==> src/common/adcct_pkg.sv <==
// Constants, register map and state types for the converter timing block
package adcct_pkg;

    // Register byte offsets on the AXI4-Lite port
    localparam logic [7:0] ADCCT_OFF_CTRL    = 8'h00; // converter_control_register
    localparam logic [7:0] ADCCT_OFF_STATUS  = 8'h04; // Busy and calibration state
    localparam logic [7:0] ADCCT_OFF_RESULT  = 8'h08; // Conversion result
    localparam logic [7:0] ADCCT_OFF_SYSCFG  = 8'h0C; // system_config_one
    localparam logic [7:0] ADCCT_OFF_MCGEN   = 8'h10; // master_clock_generator_control
    localparam logic [7:0] ADCCT_OFF_IMPDIV  = 8'h14; // Improved-mode divider

    // Control register field positions
    localparam int ADCCT_CTRL_START_BIT  = 0;  // Write 1 starts a conversion
    localparam int ADCCT_CTRL_RES8_BIT   = 1;  // 1 selects 8-bit resolution
    localparam int ADCCT_CTRL_NOPC_BIT   = 2;  // 1 switches post-calibration off
    localparam int ADCCT_CTRL_IMPR_BIT   = 3;  // 1 selects improved clock control
    localparam int ADCCT_CTRL_STC_LSB    = 12; // sample_time_select low bit
    localparam int ADCCT_CTRL_CTC_LSB    = 14; // basic_clock_divider_select low bit

    // Status register field positions
    localparam int ADCCT_STAT_BUSY_BIT   = 0;
    localparam int ADCCT_STAT_CAL_BIT    = 1;
    localparam int ADCCT_STAT_VALID_BIT  = 2;

    // Reset values
    localparam logic [15:0] ADCCT_CTRL_RST   = 16'h0000;
    localparam logic [1:0]  ADCCT_MCGEN_RST  = 2'h0;
    localparam logic [7:0]  ADCCT_IMPDIV_RST = 8'h01;

    // Conversion phase lengths in basic clock periods
    localparam logic [6:0] ADCCT_DET10_PC    = 7'd52;
    localparam logic [6:0] ADCCT_DET8_PC     = 7'd44;
    localparam logic [6:0] ADCCT_PC_SAVING   = 7'd12;
    // Result load step in system clock periods
    localparam logic [2:0] ADCCT_LOAD_SYS    = 3'd6;

    // Reset calibration bounds in basic clock periods
    localparam int ADCCT_CAL_MIN_BC = 484;
    localparam int ADCCT_CAL_MAX_BC = 11696;

    // Result codes at the input range limits
    localparam logic [9:0] ADCCT_RES_ZERO = 10'h000;
    localparam logic [9:0] ADCCT_RES_FULL = 10'h3FF;

    // AXI response codes
    localparam logic [1:0] ADCCT_RESP_OKAY   = 2'h0;
    localparam logic [1:0] ADCCT_RESP_SLVERR = 2'h2;

    // Conversion sequencer states
    typedef enum logic [1:0] {
        ADCCT_ST_IDLE   = 2'b00,
        ADCCT_ST_SAMPLE = 2'b01,
        ADCCT_ST_DETERM = 2'b10,
        ADCCT_ST_LOAD   = 2'b11
    } adcct_state_t;

endpackage

==> src/verilog/adcct_top.sv <==
// Converter clocking, conversion sequencer, reset calibration and register slave
`timescale 1ns/1ps
module adcct_top
    import adcct_pkg::*;
#(
    parameter int CAL_MIN_BC = ADCCT_CAL_MIN_BC, // Shortest calibration, basic periods
    parameter int CAL_MAX_BC = ADCCT_CAL_MAX_BC  // Longest calibration, basic periods
) (
    input  wire logic        aclk,
    input  wire logic        aresetn,
    input  wire logic [7:0]  s_axi_awaddr,
    input  wire logic [2:0]  s_axi_awprot,
    input  wire logic        s_axi_awvalid,
    output logic             s_axi_awready,
    input  wire logic [31:0] s_axi_wdata,
    input  wire logic [3:0]  s_axi_wstrb,
    input  wire logic        s_axi_wvalid,
    output logic             s_axi_wready,
    output logic [1:0]       s_axi_bresp,
    output logic             s_axi_bvalid,
    input  wire logic        s_axi_bready,
    input  wire logic [7:0]  s_axi_araddr,
    input  wire logic [2:0]  s_axi_arprot,
    input  wire logic        s_axi_arvalid,
    output logic             s_axi_arready,
    output logic [31:0]      s_axi_rdata,
    output logic [1:0]       s_axi_rresp,
    output logic             s_axi_rvalid,
    input  wire logic        s_axi_rready,
    input  wire logic [9:0]  ain_level,
    input  wire logic        ain_below_ground,
    input  wire logic        ain_above_ref,
    input  wire logic        ref_settled,
    output logic             cpu_clock_tick,
    output logic             sys_clock_tick,
    output logic             basic_clock_tick,
    output logic [1:0]       master_clock_source,
    output logic             conv_done,
    output logic             conv_busy,
    output logic             cal_active,
    output logic [9:0]       conv_result
);

    // Software-visible configuration
    logic [15:0]  converter_control_register; // Divider, sample time, mode bits
    logic         cpu_clock_halving_select;   // Halves CPU and system clock
    logic [1:0]   master_clock_generator_control; // Master clock source
    logic [7:0]   improved_divider;           // Divider used in improved mode
    logic         result_valid;               // Set on load, cleared by start
    logic         start_pulse;                // One-cycle start from a write

    // Analog input synchronisers
    logic [12:0]  ain_meta;                   // First stage only
    logic [12:0]  ain_sync;                   // Second stage, safe to use

    // Clock derivation
    logic         half_phase;                 // Toggles every cycle, used only when halving
    logic [7:0]   bc_count;                   // System ticks within a basic period
    logic [7:0]   bc_divisor;                 // Selected division factor

    // Sequencer
    adcct_state_t state;                      // Current conversion phase
    adcct_state_t next_state;                 // Phase for the next cycle
    logic [6:0]   phase_count;                // Basic or system periods elapsed
    logic [6:0]   sample_len;                 // Sample phase length
    logic [6:0]   determ_len;                 // Result determination length
    logic [9:0]   sampled_code;               // Code captured at sample end

    // Calibration
    logic [13:0]  cal_count;                  // Basic periods of calibration done

    // AXI write side holding registers
    logic         aw_held;
    logic [7:0]   aw_addr;
    logic         w_held;
    logic [31:0]  w_data;
    logic [3:0]   w_strb;

    // Basic clock division factor for a compatibility code
    function automatic logic [7:0] div_of(input logic [1:0] code);
        case (code)
            2'b00:   div_of = 8'h04;
            2'b01:   div_of = 8'h02;
            2'b10:   div_of = 8'h10;
            default: div_of = 8'h08;
        endcase
    endfunction

    // Sample phase length for a sample time code
    function automatic logic [6:0] sample_of(input logic [1:0] code);
        case (code)
            2'b00:   sample_of = 7'd8;
            2'b01:   sample_of = 7'd16;
            2'b10:   sample_of = 7'd32;
            default: sample_of = 7'd64;
        endcase
    endfunction

    // Address decode shared by both bus directions
    function automatic logic is_mapped(input logic [7:0] addr);
        is_mapped = (addr == ADCCT_OFF_CTRL)   || (addr == ADCCT_OFF_STATUS) ||
                    (addr == ADCCT_OFF_RESULT) || (addr == ADCCT_OFF_SYSCFG) ||
                    (addr == ADCCT_OFF_MCGEN)  || (addr == ADCCT_OFF_IMPDIV);
    endfunction

    // Two-flop synchroniser for the analog front-end levels
    always_ff @(posedge aclk) begin
        if (!aresetn) begin
            ain_meta <= 13'h0000;
            ain_sync <= 13'h0000;
        end else begin
            ain_meta <= {ref_settled, ain_above_ref, ain_below_ground, ain_level};
            ain_sync <= ain_meta;
        end
    end

    // CPU clock rate: every cycle or every second cycle
    always_ff @(posedge aclk) begin
        if (!aresetn) begin
            half_phase <= 1'b0;
        end else begin
            half_phase <= ~half_phase;
        end
    end

    // CPU tick follows the halving bit; system tick runs at the same rate
    assign cpu_clock_tick = cpu_clock_halving_select ? half_phase : 1'b1;
    assign sys_clock_tick = cpu_clock_tick;
    assign master_clock_source = master_clock_generator_control;

    // Divisor from the table, or from the improved divider register
    always_comb begin
        if (converter_control_register[ADCCT_CTRL_IMPR_BIT]) begin
            bc_divisor = (improved_divider == 8'h00) ? 8'h01 : improved_divider;
        end else begin
            bc_divisor = div_of(converter_control_register[ADCCT_CTRL_CTC_LSB +: 2]);
        end
    end

    // Basic clock: one tick each divisor system ticks
    always_ff @(posedge aclk) begin
        if (!aresetn) begin
            bc_count <= 8'h00;
        end else if (sys_clock_tick) begin
            if (bc_count + 8'h01 >= bc_divisor) begin
                bc_count <= 8'h00;
            end else begin
                bc_count <= bc_count + 8'h01;
            end
        end
    end

    assign basic_clock_tick = sys_clock_tick && (bc_count + 8'h01 >= bc_divisor);

    // Phase lengths chosen from the control register
    always_comb begin
        sample_len = sample_of(converter_control_register[ADCCT_CTRL_STC_LSB +: 2]);
        determ_len = converter_control_register[ADCCT_CTRL_RES8_BIT] ?
                     ADCCT_DET8_PC : ADCCT_DET10_PC;
        if (converter_control_register[ADCCT_CTRL_NOPC_BIT]) begin
            determ_len = determ_len - ADCCT_PC_SAVING;
        end
    end

    // Sequencer next-state logic
    always_comb begin
        next_state = state;
        case (state)
            ADCCT_ST_IDLE: begin
                if (start_pulse) begin
                    next_state = ADCCT_ST_SAMPLE;
                end
            end
            ADCCT_ST_SAMPLE: begin
                // Sample phase ends after its basic periods
                if (basic_clock_tick && phase_count + 7'd1 >= sample_len) begin
                    next_state = ADCCT_ST_DETERM;
                end
            end
            ADCCT_ST_DETERM: begin
                // Determination ends after its basic periods
                if (basic_clock_tick && phase_count + 7'd1 >= determ_len) begin
                    next_state = ADCCT_ST_LOAD;
                end
            end
            ADCCT_ST_LOAD: begin
                // Result load takes six system periods
                if (sys_clock_tick && phase_count + 7'd1 >= {4'h0, ADCCT_LOAD_SYS}) begin
                    next_state = ADCCT_ST_IDLE;
                end
            end
            default: begin
                next_state = ADCCT_ST_IDLE;
            end
        endcase
    end

    // State register
    always_ff @(posedge aclk) begin
        if (!aresetn) begin
            state <= ADCCT_ST_IDLE;
        end else begin
            state <= next_state;
        end
    end

    // Phase counter: restarts on each phase change
    always_ff @(posedge aclk) begin
        if (!aresetn) begin
            phase_count <= 7'd0;
        end else if (next_state != state) begin
            phase_count <= 7'd0;
        end else if (state == ADCCT_ST_LOAD) begin
            if (sys_clock_tick) begin
                phase_count <= phase_count + 7'd1;
            end
        end else if (state != ADCCT_ST_IDLE && basic_clock_tick) begin
            phase_count <= phase_count + 7'd1;
        end
    end

    // Capture the clamped code when sampling ends
    always_ff @(posedge aclk) begin
        if (!aresetn) begin
            sampled_code <= ADCCT_RES_ZERO;
        end else if (state == ADCCT_ST_SAMPLE && next_state == ADCCT_ST_DETERM) begin
            if (ain_sync[10]) begin
                sampled_code <= ADCCT_RES_ZERO;
            end else if (ain_sync[11]) begin
                sampled_code <= ADCCT_RES_FULL;
            end else if (converter_control_register[ADCCT_CTRL_RES8_BIT]) begin
                sampled_code <= {ain_sync[9:2], 2'b00};
            end else begin
                sampled_code <= ain_sync[9:0];
            end
        end
    end

    // Result register and done pulse at the end of the load step
    always_ff @(posedge aclk) begin
        if (!aresetn) begin
            conv_result <= ADCCT_RES_ZERO;
            conv_done   <= 1'b0;
        end else begin
            conv_done <= 1'b0;
            if (state == ADCCT_ST_LOAD && next_state == ADCCT_ST_IDLE) begin
                conv_result <= sampled_code;
                conv_done   <= 1'b1;
            end
        end
    end

    // Valid flag: load sets, a new start clears, set wins
    always_ff @(posedge aclk) begin
        if (!aresetn) begin
            result_valid <= 1'b0;
        end else if (state == ADCCT_ST_LOAD && next_state == ADCCT_ST_IDLE) begin
            result_valid <= 1'b1;
        end else if (start_pulse) begin
            result_valid <= 1'b0;
        end
    end

    assign conv_busy = (state != ADCCT_ST_IDLE);

    // Reset calibration: pauses while a conversion runs
    always_ff @(posedge aclk) begin
        if (!aresetn) begin
            cal_active <= 1'b1;
            cal_count  <= 14'd0;
        end else if (cal_active && !conv_busy && basic_clock_tick) begin
            cal_count <= cal_count + 14'd1;
            if ((int'(cal_count) + 1 >= CAL_MIN_BC && ain_sync[12]) ||
                int'(cal_count) + 1 >= CAL_MAX_BC) begin
                cal_active <= 1'b0;
            end
        end
    end

    // Write channel: address and data taken in either order
    assign s_axi_awready = !aw_held && !s_axi_bvalid;
    assign s_axi_wready  = !w_held && !s_axi_bvalid;

    // Hold write address and data until both are present
    always_ff @(posedge aclk) begin
        if (!aresetn) begin
            aw_held <= 1'b0;
            aw_addr <= 8'h00;
            w_held  <= 1'b0;
            w_data  <= 32'h0000_0000;
            w_strb  <= 4'h0;
        end else if (aw_held && w_held) begin
            aw_held <= 1'b0;
            w_held  <= 1'b0;
        end else begin
            if (s_axi_awvalid && s_axi_awready) begin
                aw_held <= 1'b1;
                aw_addr <= {s_axi_awaddr[7:2], 2'b00};
            end
            if (s_axi_wvalid && s_axi_wready) begin
                w_held <= 1'b1;
                w_data <= s_axi_wdata;
                w_strb <= s_axi_wstrb;
            end
        end
    end

    // Write response once both halves are in
    always_ff @(posedge aclk) begin
        if (!aresetn) begin
            s_axi_bvalid <= 1'b0;
            s_axi_bresp  <= ADCCT_RESP_OKAY;
        end else if (aw_held && w_held) begin
            s_axi_bvalid <= 1'b1;
            s_axi_bresp  <= is_mapped(aw_addr) ? ADCCT_RESP_OKAY : ADCCT_RESP_SLVERR;
        end else if (s_axi_bready) begin
            s_axi_bvalid <= 1'b0;
        end
    end

    // Register writes and the start strobe
    always_ff @(posedge aclk) begin
        if (!aresetn) begin
            converter_control_register     <= ADCCT_CTRL_RST;
            cpu_clock_halving_select       <= 1'b0;
            master_clock_generator_control <= ADCCT_MCGEN_RST;
            improved_divider               <= ADCCT_IMPDIV_RST;
            start_pulse                    <= 1'b0;
        end else begin
            start_pulse <= 1'b0;
            if (aw_held && w_held) begin
                case (aw_addr)
                    ADCCT_OFF_CTRL: begin
                        if (w_strb[0]) begin
                            converter_control_register[7:1] <= w_data[7:1];
                            // Start ignored while a conversion runs
                            start_pulse <= w_data[ADCCT_CTRL_START_BIT] && !conv_busy;
                        end
                        if (w_strb[1]) begin
                            converter_control_register[15:8] <= w_data[15:8];
                        end
                    end
                    ADCCT_OFF_SYSCFG: begin
                        if (w_strb[0]) begin
                            cpu_clock_halving_select <= w_data[0];
                        end
                    end
                    ADCCT_OFF_MCGEN: begin
                        if (w_strb[0]) begin
                            master_clock_generator_control <= w_data[1:0];
                        end
                    end
                    ADCCT_OFF_IMPDIV: begin
                        if (w_strb[0]) begin
                            improved_divider <= w_data[7:0];
                        end
                    end
                    default: begin
                    end
                endcase
            end
        end
    end

    // Read channel: one-cycle answer, one read at a time
    assign s_axi_arready = !s_axi_rvalid;

    always_ff @(posedge aclk) begin
        if (!aresetn) begin
            s_axi_rvalid <= 1'b0;
            s_axi_rdata  <= 32'h0000_0000;
            s_axi_rresp  <= ADCCT_RESP_OKAY;
        end else if (s_axi_arvalid && s_axi_arready) begin
            s_axi_rvalid <= 1'b1;
            s_axi_rresp  <= is_mapped({s_axi_araddr[7:2], 2'b00}) ?
                            ADCCT_RESP_OKAY : ADCCT_RESP_SLVERR;
            case ({s_axi_araddr[7:2], 2'b00})
                ADCCT_OFF_CTRL:   s_axi_rdata <= {16'h0000, converter_control_register[15:1],
                                                  1'b0};
                ADCCT_OFF_STATUS: s_axi_rdata <= {29'h0000_0000, result_valid, cal_active,
                                                  conv_busy};
                ADCCT_OFF_RESULT: s_axi_rdata <= {22'h00_0000, conv_result};
                ADCCT_OFF_SYSCFG: s_axi_rdata <= {31'h0000_0000, cpu_clock_halving_select};
                ADCCT_OFF_MCGEN:  s_axi_rdata <= {30'h0000_0000,
                                                  master_clock_generator_control};
                ADCCT_OFF_IMPDIV: s_axi_rdata <= {24'h00_0000, improved_divider};
                default:          s_axi_rdata <= 32'h0000_0000;
            endcase
        end else if (s_axi_rready) begin
            s_axi_rvalid <= 1'b0;
        end
    end

endmodule
==> config.mk <==
export PLATFORM = sky130hd
export DESIGN_NAME = adcct_top
export DESIGN_NICKNAME = d
export VERILOG_FILES = /design/src/common/adcct_pkg.sv /design/src/verilog/adcct_top.sv
export SDC_FILE = /design/constraint.sdc
export NUM_CORES = 1
export LEC_CHECK = 0
export ABC_AREA = 1
export ABC_CLOCK_PERIOD_IN_PS = 2400
export BUFFER_PORTS_ARGS = -buffer_cell sky130_fd_sc_hd__buf_2
export CAP_MARGIN = 15
export CORE_MARGIN = 2
export CORE_UTILIZATION = 35
export CTS_CLUSTER_DIAMETER = 100
export DETAILED_ROUTE_END_ITERATION = 6
export HOLD_SLACK_MARGIN = 0.08
export RECOVER_POWER = 50
export SYNTH_ARGS = -nofsm -noshare
export SYNTH_HDL_FRONTEND = slang
export SYNTH_SLANG_ARGS = --single-unit
==> constraint.sdc <==
create_clock -name aclk -period 2.4 [get_ports aclk]
set_clock_uncertainty 0.1 [all_clocks]
set_input_delay 0.24 -clock aclk [delete_from_list [all_inputs] [get_ports aclk]]
set_output_delay 0.24 -clock aclk [all_outputs]
set_load 0.02 [all_outputs]
==> results_dict.tcl <==
set metrics [dict create \
    worst_slack_ns -0.264 \
    viasPerCell 4.54 \
    io_pins 137 \
    num-fill-cells 1945 \
    outcome "complete, but fails checks" \
    hold_path_end "s_axi_rdata[3]" \
    relSlewSlack_pct 27.8 \
    area_growth_pct 35.0 \
    core_area_um2 19600 \
    dieArea_um2 21200 \
    whs_ns 0.182 \
    maxCapViolations 0 \
    fmax_ghz 0.375 \
    reg2reg_slack_ns -0.25 \
    clk_pin_slew_ns 0.06 \
    hpwlAfterDp_um 12400 \
    cts_root_buf "clkbuf_16" \
    drt-pass1-iter-count 5 \
    worst_setup_path_start_kind "flip-flop" \
    crit_arrival_ns 2.32 \
    rr_endpoint "cal_active" \
    cts_tree "done" \
    grt.overflow.total 0 \
    final_cell_area_um2 9500 \
    ir_worst_vdd_mv 0.557 \
    wl_per_cell_um 12.6 \
    dp.cells 1345 \
    min_path_cells 4 \
    setup_viol 41 \
    p_leak_nw 4.07 \
    async_flop_share_pct 0 \
    setup.worst_path.class "reg -> out" \
    layout.nets 1256 \
    worst_pin_slew_ns 1.08 \
    die_w_um 146 \
    track_usage_pct 16.8 \
    cp_data_required_time_ns 2.06 \
    finalWirelength_um 18100 \
    yosysWarnings 0 \
    synth_seq_cells 154 \
    violations "negative setup slack" \
    fin_crit_ns 2.66 \
    p_per_area_nw_per_um2 721 \
    crit_fanout 3 \
    fin_cells 1436 \
    drt_iter0_drc 247 \
    grt_pass1_vias 5993 \
    syn-cell-area_um2 7030 \
    port_buffers 90 \
    min_period_over_period_pct 111 \
    final_layout_size_suffix_gt1_share_pct 19.5 \
    hold_viol_final 0 \
    antenna_found_initial 1 \
    htreeDepth 4 \
    grt_pass1_wl_um 29000 \
    initial_core_util_pct 35.9 \
    maxSlewViolCount 0 \
    clk_latency_ns 0.43 \
    clock-sinks 154 \
    num_rows 51 \
    ys.flop_type "dfxtp_1" \
    hold_start "s_axi_arvalid" \
    syn_area_per_cell_um2 7.11 \
    hold_class "in -> reg" \
    end_kind "primary output" \
    synth.distinct_cells 40 \
    cts_made_buffers 17 \
    ys_seq_area_share_pct 43.8 \
    antenna_left 0 \
    netlist_instances 989 \
    dpl_cell_area_um2 7960 \
    rsz0062_at_grt "true" \
    clockBufferDepth 2 \
    grt_max_degree 103 \
    via_count 6519 \
    fp.dieH_um 146 \
    ff2ff_path_depth 18 \
    drc_errors 0 \
    synth-edff-count 0 \
    total_power_mw 6.85 \
    rr_startpoint "bc_count[0]" \
    gp_congestion 0.822 \
]
## cells in the mapped netlist, types with 2 or more instances
library cell / n / share of area (%)
o21ai_0: 90 / 6.4
nand2_2: 8 / 0.71
nor4_1: 5 / 0.44
dfxtp_1: 154 / 44
a21oi_1: 92 / 6.5
buf_4: 20 / 2.1
o221ai_1: 4 / 0.50
o21a_1: 3 / 0.32
nor2_1: 133 / 7.1
nor2_2: 12 / 1.1
inv_1: 142 / 7.6
clkbuf_1: 24 / 1.3
buf_1: 2 / 0.11
ha_1: 20 / 3.6
o21ai_1: 9 / 0.64
xnor2_1: 3 / 0.37
buf_2: 6 / 0.43
o211ai_1: 2 / 0.21
o22ai_1: 4 / 0.36
or2_2: 2 / 0.18
nand3_1: 27 / 1.9
nand3b_1: 2 / 0.21
xor2_1: 6 / 0.75
nand2_1: 194 / 10
nand4_1: 6 / 0.53
nor3_1: 3 / 0.21
a22oi_1: 3 / 0.32
## repair_timing
item                                    CTS  global route
hold endpoints to repair                 44             0
pin swaps                                17            23
cloned                                    3             1
hold buffers                             47             0
resized for setup                        57            66
endpoints found under the setup margin   41            43
buffers inserted                          4             5
## cells in the final DEF, fill, tap and decap left out, types with 31 or more instances in the layout
| cell type | Yosys | routed |
|---|---|---|
| nand2_1 | 194 | 179 |
| dfxtp_1 | 154 | 149 |
| inv_1 | 142 | 140 |
| nor2_1 | 133 | 129 |
| a21oi_1 | 92 | 80 |
| o21ai_0 | 90 | 67 |
| buf_2 | 6 | 51 |
| dlygate4sd3_1 | 0 | 47 |
| clkbuf_1 | 24 | 39 |
| buf_4 | 20 | 31 |
## critical path, stage by stage (launching register included)
cell	delay, ns
dfxtp_4	0.38
ha_4	0.14
nand2_2	0.06
nor2_4	0.10
nand3_2	0.09
xnor2_2	0.16
ha_1	0.28
nand2_1	0.06
nor2_1	0.12
nand2_2	0.08
buf_6	0.12
a21oi_4	0.16
buf_6	0.14
## per-stage QoR
step                      setup TNS (ns)  setup slack (ns)  util, %
after floorplan                        0           0.00378        -
after global placement             -3.24            -0.150     40.6
after detailed placement           -5.12            -0.187     40.6
after CTS                          -7.44            -0.295     47.2
after global routing              -18.60            -0.414     48.5
final                              -6.99            -0.264     48.5
## cells by family after synthesis
group                      Yosys count  synth area share (%)
and+or+nand+nor                    398                  23.7
AOI/OAI and AO/OA                  210                  15.8
buffers and inverters              196                  11.6
DFF                                154                  43.8
adders and majority gates           20                  3.56
xor gates and xnor gates            10                  1.35
other                                1                0.0533
## layer usage
| layer | up-vias | track usage, % | part of all wire [%] |
|---|---|---|---|
| met2 | 114 | 27.1 | 47 |
| li1 | 3435 | - | - |
| met3 | 25 | 3.76 | 3.5 |
| met4 | 0 | 5.93 | 2.0 |
| met1 | 2945 | 22.2 | 47 |
| met5 | - | 0 | 0 |
## power breakdown
part / switching, mW / internal (mW) / total [mW]
logic: 0.641 / 0.508 / 1.15
registers: 0.150 / 2.71 / 2.86
clock network: 1.09 / 1.75 / 2.84
## how the worst max path moves through the flow
stage | from | to | slack (ns) | cells after the start
floorplan | bc_count[0] | sampled_code[2] | 0.004 | 15
global placement | bc_count[1] | sampled_code[1] | -0.15 | 15
detailed placement | bc_count[2] | sampled_code[7] | -0.19 | 16
CTS | bc_count[1] | basic_clock_tick | -0.29 | 10
global route | bc_count[0] | cal_active | -0.41 | 18
finish | bc_count[0] | basic_clock_tick | -0.26 | 12
## registers in the layout (all words and copies together) (netlist names), 7 cells and up
signal,count
s_axi_rdata,16
w_data,16
converter_control_register,15
cal_count,14
ain_meta,13
ain_sync,13
conv_result,10
sampled_code,10
bc_count,8
improved_divider,8
phase_count,7
## cell type report
| type | instances | area, um^2 | area share [%] |
|---|---|---|---|
| Antenna cell | 1 | 2.50 | 0.0263 |
| Clock buffer | 18 | 429 | 4.52 |
| Clock inverter | 13 | 194 | 2.04 |
| Inverter | 144 | 548 | 5.77 |
| Multi-Input combinational cell | 656 | 3530 | 37.2 |
| Sequential cell | 154 | 3100 | 32.6 |
| Tap cell | 265 | 332 | 3.49 |
| Timing Repair Buffer | 183 | 1340 | 14.1 |
| Timing Repair inverter | 2 | 22.5 | 0.237 |
Note: power is estimated with default switching activity, not from simulation.
